==> config.mk <==
export PLATFORM = sky130hd
export DESIGN_NAME = spf_ctrl
export DESIGN_NICKNAME = d
export VERILOG_FILES = /design/src/rtl/spf_pkg.sv /design/src/rtl/spf_ctrl.sv
export SDC_FILE = /design/constraint.sdc
export NUM_CORES = 1
export LEC_CHECK = 0
export CAP_MARGIN = 5
export CORE_MARGIN = 1
export CORE_UTILIZATION = 55
export CTS_CLUSTER_DIAMETER = 150
export DETAILED_ROUTE_END_ITERATION = 7
export DONT_BUFFER_PORTS = 1
export PLACE_DENSITY = 0.83
export SYNTH_ARGS = -nofsm -noshare
export SYNTH_HDL_FRONTEND = slang
export SYNTH_SLANG_ARGS = --single-unit
==> constraint.sdc <==
create_clock -name clk_i -period 2.2 [get_ports clk_i]
set_clock_uncertainty 0.05 [all_clocks]
set_input_delay 0.33 -clock clk_i [delete_from_list [all_inputs] [get_ports clk_i]]
set_output_delay 0.33 -clock clk_i [all_outputs]
set_load 0.1 [all_outputs]
==> src/rtl/spf_pkg.sv <==
/*
  spf_pkg: constants for the self-program fuse/lock read and flash timing block.
  Assumes a 200 MHz clk_i and one aligned 32-bit word for each register.
*/
`default_nettype none
package spf_pkg;
  localparam logic [11:0] SPF_ADDR_CTRL   = 12'h000;   // prog_mem_ctrl_status
  localparam logic [11:0] SPF_ADDR_STATUS = 12'h004;   // busy flags, read only
  // field positions inside prog_mem_ctrl_status
  localparam int BIT_EN   = 0;                          // self_program_enable
  localparam int BIT_PGE  = 1;                          // page_erase_cmd
  localparam int BIT_PGW  = 2;                          // page_write_cmd
  localparam int BIT_SEL  = 3;                          // fuse_lock_read_select
  localparam int BIT_RRE  = 4;                          // rww_section_reenable
  localparam int BIT_RWWB = 6;                          // rww_section_busy
  localparam int BIT_ST_EEP  = 0;                       // status: eeprom_write_busy
  localparam int BIT_ST_BUSY = 1;                       // status: flash busy
  // command codes in the low five bits; all but CMD_RESET are accepted
  localparam logic [4:0] CMD_REENABLE = 5'h11;
  localparam logic [4:0] CMD_FUSELOCK = 5'h09;
  localparam logic [4:0] CMD_WRITE    = 5'h05;
  localparam logic [4:0] CMD_ERASE    = 5'h03;
  localparam logic [4:0] CMD_BUFLOAD  = 5'h01;
  localparam logic [4:0] CMD_RESET    = 5'h00;
  // arming windows in cpu cycles
  localparam logic [2:0] STORE_WIN = 3'h4;
  localparam logic [2:0] LOAD_WIN  = 3'h3;
  // pointer values in the fuse/lock read window
  localparam logic [1:0] Z_FUSE_LOW  = 2'h0;
  localparam logic [1:0] Z_LOCK      = 2'h1;
  localparam logic [1:0] Z_FUSE_EXT  = 2'h2;
  localparam logic [1:0] Z_FUSE_HIGH = 2'h3;
  // flash operation time, each operation on its own
  localparam int CLK_MHZ     = 200;
  localparam int OP_MIN_US   = 3700;                    // 3.7 ms
  localparam int OP_MAX_US   = 4500;                    // 4.5 ms
  localparam int OP_MIN_CYC  = OP_MIN_US * CLK_MHZ;     // least time, exact
  localparam int OP_MAX_CYC  = OP_MAX_US * CLK_MHZ;     // longest time, exact
  localparam int OP_CYC_DEF  = (OP_MIN_CYC + OP_MAX_CYC) / 2;
endpackage : spf_pkg
`default_nettype wire

==> src/rtl/spf_ctrl.sv <==
/*
  spf_ctrl: apb register, store/load arming windows, fuse/lock read, eeprom
  interlock and timed flash operations.
  Assumes the cpu gives one-cycle store/load pulses and the flash array returns
  its ordinary byte combinationally on flash_rd_data_i for the current pointer.
*/
// The implementer's own choices: the APB register port and the register offsets.
`timescale 1ns/1ps
`default_nettype none
module spf_ctrl
#(
  parameter int OP_CYCLES = spf_pkg::OP_CYC_DEF         // flash operation length in cycles
)(
  input  wire logic        clk_i,                       // 200 MHz system clock
  input  wire logic        rst_i,                       // power-on reset, async
  input  wire logic        sys_reset_i,                 // system reset, sync
  input  wire logic        psel_i,
  input  wire logic        penable_i,
  input  wire logic        pwrite_i,
  input  wire logic [11:0] paddr_i,
  input  wire logic [31:0] pwdata_i,
  output logic             pready_o,
  output logic      [31:0] prdata_o,
  output logic             pslverr_o,
  input  wire logic        store_req_i,                 // store instruction pulse
  input  wire logic        load_req_i,                  // load instruction pulse
  input  wire logic [15:0] z_ptr_i,                     // address pointer
  input  wire logic  [7:0] flash_rd_data_i,             // ordinary flash byte
  input  wire logic  [7:0] fuse_low_prog_i,             // 1 = cell programmed
  input  wire logic  [7:0] fuse_high_prog_i,
  input  wire logic  [7:0] fuse_ext_prog_i,
  input  wire logic  [7:0] lock_prog_i,
  input  wire logic        eeprom_write_busy_i,
  output logic       [7:0] load_data_o,                 // load destination value
  output logic             load_valid_o,
  output logic             page_erase_o,                // start pulses to array
  output logic             page_write_o,
  output logic             lock_write_o,
  output logic             buf_load_o,
  output logic             buf_clear_o,
  output logic             cpu_halt_o,
  output logic             flash_busy_o
);
  import spf_pkg::*;

  localparam int OPW = $clog2(OP_CYCLES + 1);           // width of operation timer

  typedef struct packed {
    logic [4:0]     cmd;                                // low five control bits
    logic [2:0]     win;                                // arming window countdown
    logic           op_active;                          // timed operation running
    logic [OPW-1:0] op_cnt;                             // cycles left in operation
    logic           pready;
    logic [31:0]    prdata;
    logic           pslverr;
    logic [7:0]     load_data;
    logic           load_valid;
    logic           erase_p;
    logic           write_p;
    logic           lockw_p;
    logic           bufload_p;
    logic           bufclr_p;
    logic           busy;
    logic [31:0]    op_len;                             // cycles the running operation has lasted
  } spf_state_type;

  spf_state_type st_reg;                                // registered state
  spf_state_type st_next;                               // next state

  // legal command decode, used for acceptance and for the checks
  function automatic logic is_legal_cmd(input logic [4:0] c);
    is_legal_cmd = (c == CMD_REENABLE) || (c == CMD_FUSELOCK) || (c == CMD_WRITE) ||
                   (c == CMD_ERASE) || (c == CMD_BUFLOAD);
  endfunction

  // fuse/lock byte by pointer; cells read inverted, programmed gives zero
  function automatic logic [7:0] fuse_select(input logic [1:0] z,
                                             input logic [7:0] fl, input logic [7:0] lk,
                                             input logic [7:0] fe, input logic [7:0] fh);
    unique case (z)
      Z_FUSE_LOW:  fuse_select = ~fl;
      Z_LOCK:      fuse_select = ~lk;
      Z_FUSE_EXT:  fuse_select = ~fe;
      Z_FUSE_HIGH: fuse_select = ~fh;
    endcase
  endfunction

  logic apb_setup;                                      // setup phase seen
  logic apb_done;                                       // access completes this edge
  logic wr_ctrl;                                        // control write completes
  logic armed;                                          // store window open
  logic read_armed;                                     // fuse/lock load window open
  logic flash_busy;                                     // eeprom or timed op busy
  logic [31:0] rd_word;                                 // read mux

  assign apb_setup  = psel_i && !penable_i;
  assign apb_done   = psel_i && penable_i && st_reg.pready;
  assign wr_ctrl    = apb_done && pwrite_i && (paddr_i == SPF_ADDR_CTRL);
  assign flash_busy = eeprom_write_busy_i || st_reg.op_active;
  assign armed      = st_reg.cmd[BIT_EN] && (st_reg.win != 3'h0) && !st_reg.op_active;
  // load window is the first three cycles of the four-cycle store window
  assign read_armed = armed && (st_reg.cmd == CMD_FUSELOCK) &&
                      (st_reg.win > (STORE_WIN - LOAD_WIN)) && !eeprom_write_busy_i;

  // register read mux; rww busy and reserved bits stay zero on this variant
  always_comb
  begin
    rd_word = 32'h0000_0000;
    if (paddr_i == SPF_ADDR_CTRL)
    begin
      rd_word[4:0]    = st_reg.cmd;
      rd_word[BIT_RWWB] = 1'b0;
    end
    else if (paddr_i == SPF_ADDR_STATUS)
    begin
      rd_word[BIT_ST_EEP]  = eeprom_write_busy_i;
      rd_word[BIT_ST_BUSY] = flash_busy;
    end
  end

  // next-state logic: apb, window, store, load, operation timer, system reset
  always_comb
  begin
    st_next            = st_reg;
    st_next.erase_p    = 1'b0;
    st_next.write_p    = 1'b0;
    st_next.lockw_p    = 1'b0;
    st_next.bufload_p  = 1'b0;
    st_next.bufclr_p   = 1'b0;
    st_next.load_valid = 1'b0;
    // zero-wait slave: answer is prepared in the setup cycle
    if (apb_setup)
    begin
      st_next.pready  = 1'b1;
      st_next.pslverr = (paddr_i != SPF_ADDR_CTRL) && (paddr_i != SPF_ADDR_STATUS);
      st_next.prdata  = rd_word;
    end
    else if (apb_done)
    begin
      st_next.pready  = 1'b0;
      st_next.pslverr = 1'b0;
    end
    // window countdown; an unused window drops every bit
    if (st_reg.win != 3'h0 && !st_reg.op_active)
    begin
      st_next.win = st_reg.win - 3'h1;
      if (st_reg.win == 3'h1 && !store_req_i)           // a store on the last edge still takes
      begin
        st_next.cmd = CMD_RESET;
      end
    end
    // store instruction in the window
    if (store_req_i && armed)
    begin
      st_next.win = 3'h0;
      unique case (st_reg.cmd)
        CMD_ERASE, CMD_WRITE, CMD_FUSELOCK:
        begin
          // enable stays set while the array is busy, unless a system reset comes on this same store edge
          st_next.op_active = 1'b1;
          st_next.op_cnt    = OPW'(OP_CYCLES);
          st_next.erase_p   = (st_reg.cmd == CMD_ERASE);
          st_next.write_p   = (st_reg.cmd == CMD_WRITE);
          st_next.lockw_p   = (st_reg.cmd == CMD_FUSELOCK);
        end
        CMD_REENABLE:
        begin
          st_next.bufclr_p = 1'b1;
          st_next.cmd      = CMD_RESET;
        end
        default:
        begin
          st_next.bufload_p = 1'b1;
          st_next.cmd       = CMD_RESET;
        end
      endcase
    end
    // load instruction: fuse/lock byte when armed, else the ordinary byte
    if (load_req_i)
    begin
      st_next.load_valid = 1'b1;
      if (read_armed)
      begin
        st_next.load_data = fuse_select(z_ptr_i[1:0], fuse_low_prog_i, lock_prog_i,
                                        fuse_ext_prog_i, fuse_high_prog_i);
        st_next.cmd = CMD_RESET;
        st_next.win = 3'h0;
      end
      else
      begin
        st_next.load_data = flash_rd_data_i;
      end
    end
    // operation timer counts the calibrated time, then releases enable
    if (st_reg.op_active)
    begin
      if (st_reg.op_cnt == OPW'(1))
      begin
        st_next.op_active = 1'b0;
        st_next.cmd       = CMD_RESET;
      end
      st_next.op_cnt = st_reg.op_cnt - OPW'(1);
    end
    // control write, refused while anything is busy or code is illegal
    if (wr_ctrl && !flash_busy && is_legal_cmd(pwdata_i[4:0]))
    begin
      st_next.cmd = pwdata_i[4:0];
      st_next.win = STORE_WIN;
    end
    // system reset clears the arming but leaves a running operation alone
    if (sys_reset_i)
    begin
      st_next.win = 3'h0;
      if (!st_reg.op_active)
      begin
        st_next.cmd = CMD_RESET;
      end
    end
    st_next.busy = eeprom_write_busy_i || st_next.op_active;
    st_next.op_len = st_reg.op_active ? st_reg.op_len + 32'h1 : 32'h0;   // run length for the length check
  end

  // single state register; power-on reset only, so system reset cannot abort
  always_ff @(posedge clk_i or posedge rst_i)
  begin
    if (rst_i)
    begin
      st_reg <= '0;
    end
    else
    begin
      st_reg <= st_next;
    end
  end

  assign pready_o     = st_reg.pready;
  assign prdata_o     = st_reg.prdata;
  assign pslverr_o    = st_reg.pslverr;
  assign load_data_o  = st_reg.load_data;
  assign load_valid_o = st_reg.load_valid;
  assign page_erase_o = st_reg.erase_p;
  assign page_write_o = st_reg.write_p;
  assign lock_write_o = st_reg.lockw_p;
  assign buf_load_o   = st_reg.bufload_p;
  assign buf_clear_o  = st_reg.bufclr_p;
  assign cpu_halt_o   = st_reg.op_active;
  assign flash_busy_o = st_reg.busy;
endmodule : spf_ctrl
`default_nettype wire

==> results.py <==
metrics = {
    "status": {
        "status": "completed",
    },
    "power_and_ir_drop": {
        "swShare_pct": 38.6,
        "pwr-share-seq_pct": 51.9,
        "p_per_area_nw_per_um2": 642,
        "p_leak_nw": 1.57,
        "p_sw_mw": 0.846,
        "vdd_ir_drop_max_v": 0.000490,
        "p_int_mw": 1.35,
        "clkPwrFrac_pct": 24.5,
        "combPwrFrac_pct": 23.6,
    },
    "logic_synthesis": {
        "ys.warnings.count": 0,
        "synth_cell_type_count": 53,
        "netlist_area_um2": 3010,
        "avgSynthCellArea_um2": 10.5,
        "yosysSeqAreaShare_pct": 42.4,
        "synth_compound_area_share_pct": 10.1,
        "synth_seq_cells": 51,
        "synth-main-ff-cell": "dfrtp_1",
        "synth-xor-area-share_pct": 1.46,
        "muxShareOfSynthArea_pct": 14.6,
        "synthAdderAreaFrac_pct": 2.08,
        "synth_top_family_by_area": "simple AND/OR/NAND/NOR gates",
        "synth_edf_count": 0,
        "synthArstFlopShare_pct": 100,
        "synthSimpleGateAreaFrac_pct": 15.8,
        "syn_inst": 287,
    },
    "place": {
        "gp_congestion": 0.822,
        "numPortBuffers": 0,
        "place_inst": 370,
        "hpwl_mm": 4.67,
    },
    "critical_path": {
        "cp.arrival_ps": 2340,
        "required_ps": 2350,
        "rr_endpoint": "st_reg[106]",
        "crit_path_start": "st_reg[93]",
        "endpoint_kind": "flip-flop",
        "cpMostUsedCell": "or4_4",
        "reg2reg_setup_slack_ps": 10,
        "criticalPathCategory": "reg2reg",
        "cpPeakStageDelay_ps": 550,
        "rr_worst_depth": 5,
        "crit_slowest_cell": "or4_4",
        "path_cells": "or4_4 > nand4bb_4 > or4_4 > and4_4 > a22o_1",
        "crit_path_max_fanout": 4,
        "r2r_start": "st_reg[93]",
        "cp-start-kind": "flip-flop",
    },
    "floorplan": {
        "die_area_um2": 5770,
        "chipHeight_um": 75.9,
        "fp.dieW_um": 75.9,
        "pin_count": 159,
        "core_um2": 5170,
        "rows": 26,
        "start_util_pct": 58.1,
    },
    "routing": {
        "drt_iter0_drc": 129,
        "drtPass1Iterations": 4,
        "finalWirelength_mm": 6.20,
        "drc_errors": 0,
        "ant_nets": 0,
        "post_drt_wl_per_cell_um": 16.1,
        "vias": 2206,
        "viasPerCell": 5.74,
    },
    "layout": {
        "multiInputGateArea_um2": 1540,
        "drive_above_1_share_pct": 27.1,
        "nFillCells": 391,
        "fin_util_pct": 66.0,
        "final_common_cell": "dfrtp_1",
        "nets": 427,
        "area.sequential_um2": 1280,
        "largest_register_ffs": 28,
        "antenna_cells": 0,
        "most-common-layout-cells": "49 x dfrtp_1, 36 x buf_4, 27 x conb_1",
        "fin_cells": 384,
        "syn_to_final_growth_pct": 13.5,
    },
    "global_route": {
        "grt_pass1_vias": 2132,
        "grt_pass1_wl_mm": 9.91,
        "grt_use_total_pct": 22.0,
        "grt-ovfl-total": 0,
        "grt_max_degree": 26,
        "grt_antenna_before_repair": 0,
    },
    "flow_run": {
        "cap_violations": 0,
    },
    "clock_tree": {
        "clock_path_buffers": 2,
        "clkSlewWorstSetupHoldPaths_ps": 90,
        "cts_sinks": 51,
        "clk_latency_ps": 300,
        "tritoncts.num_buffers": 5,
        "h-tree-depth": 2,
        "cts_tree": "done",
        "root_buffer": "clkbuf_8",
    },
    "hold_path": {
        "min_path_type": "in2reg",
        "hp-start": "sys_reset_i",
        "holdPathEnd": "st_reg[104]",
        "hold_depth": 1,
    },
    "sta": {
        "rsz0062_at_grt": "yes",
        "fmaxAchievable_mhz": 457,
        "setup_viol": 0,
        "relSlewSlack_pct": 38.8,
        "holdWs_ps": 32.3,
        "hold_viol": 0,
        "tightest_slew_ps": 918,
        "period_share_pct": 99.4,
        "drv_slew": 0,
        "period_minus_slack_ps": 2190,
    },
}
## cells in the mapped netlist, drive strengths merged (3+ instances only)
cell     n  share of area (%)
mux4     8                6.0
buf     45                 11
nor4b    3               0.87
nand2   16                2.0
clkbuf   4               0.50
a22o     6                1.7
nor3     5               0.83
nor2    21                2.6
nand3    3               0.50
or4      5                1.4
o31ai    5                1.2
o211ai   3               0.75
inv     17                2.1
o21ai    9                1.5
xor2     3               0.87
and3     6                1.2
a211oi   3               0.75
nand2b   4               0.83
mux2i   17                5.7
nor4     9                2.1
dfrtp   51                 42
ha       5                2.1
mux2     8                3.0
## power groups by stage
stage	registers (mW)	clock network (mW)	logic, mW
floorplan	1.06	0	0.605
global placement	1.15	0	0.495
detailed placement	1.15	0	0.510
CTS	1.14	0.549	0.515
global route	1.14	0.579	0.560
finish	1.14	0.537	0.517
## how the worst max path moves through the flow
stage | depth (start not counted) | slack [ps] | endpoint
2_1_floorplan | 5 | -280 | st_reg[92]
3_3_place_gp | 5 | -40 | st_reg[98]
3_5_place_dp | 5 | -120 | st_reg[96]
4_1_cts | 5 | 2 | st_reg[106]
5_1_grt | 5 | -40 | st_reg[106]
6_report | 5 | 10 | st_reg[106]
## worst max-delay path: cells and delay by family, from the launching register on
| kind | cells | cell delay, ps |
|---|---|---|
| and+or+nand+nor | 4 | 1440 |
| AOI/OAI and AO/OA | 1 | 210 |
| DFF | 1 | 400 |
## through the flow
stage               instance area, µm²  total power [mW]  TNS [ps]  setup WS [ps]
floorplan                         3140              1.67     -1500           -278
detailed placement                3180              1.66      -345           -121
global placement                  3180              1.65     -44.2          -38.1
finish                            3410              2.19         0           12.4
global route                      3410              2.28      -182          -35.4
CTS                               3340              2.20         0           2.32
## layer usage
| metal | GRT usage (%) | wire length [µm] | vias to the layer above |
|---|---|---|---|
| met4 | 9.04 | 139 | 0 |
| met3 | 4.46 | 480 | 10 |
| met2 | 38.7 | 3210 | 119 |
| met1 | 26.3 | 2370 | 1055 |
| li1 | - | - | 1022 |
| met5 | 0 | 0 | - |
## final cells by class
cell class                 count  area share, %
multi-input combinational    196           45.2
timing repair buffer          42           10.3
clock buffer                   5           2.02
sequential                    51           37.5
clock inverter                 3          0.550
tap                           70           2.57
inverter                      17           1.87
## kinds of logic (layout without fill, tap and decap cells)
logic type | after synthesis | count (layout)
flops | 51 | 51
buf+inv | 66 | 67
fa+ha+maj | 5 | 5
xor+xnor | 5 | 5
mux | 33 | 33
simple gates | 85 | 85
compound gates | 41 | 41
other cells | 1 | 27
## repair_timing
action	4_1_cts	5_1_grt
pin swaps	4	5
hold buffers	2	0
gates resized for setup	6	9
hold endpoints to repair	13	0
buffers inserted	2	2
endpoints found under the setup margin	10	22
Power figures use the tool's default switching activity.
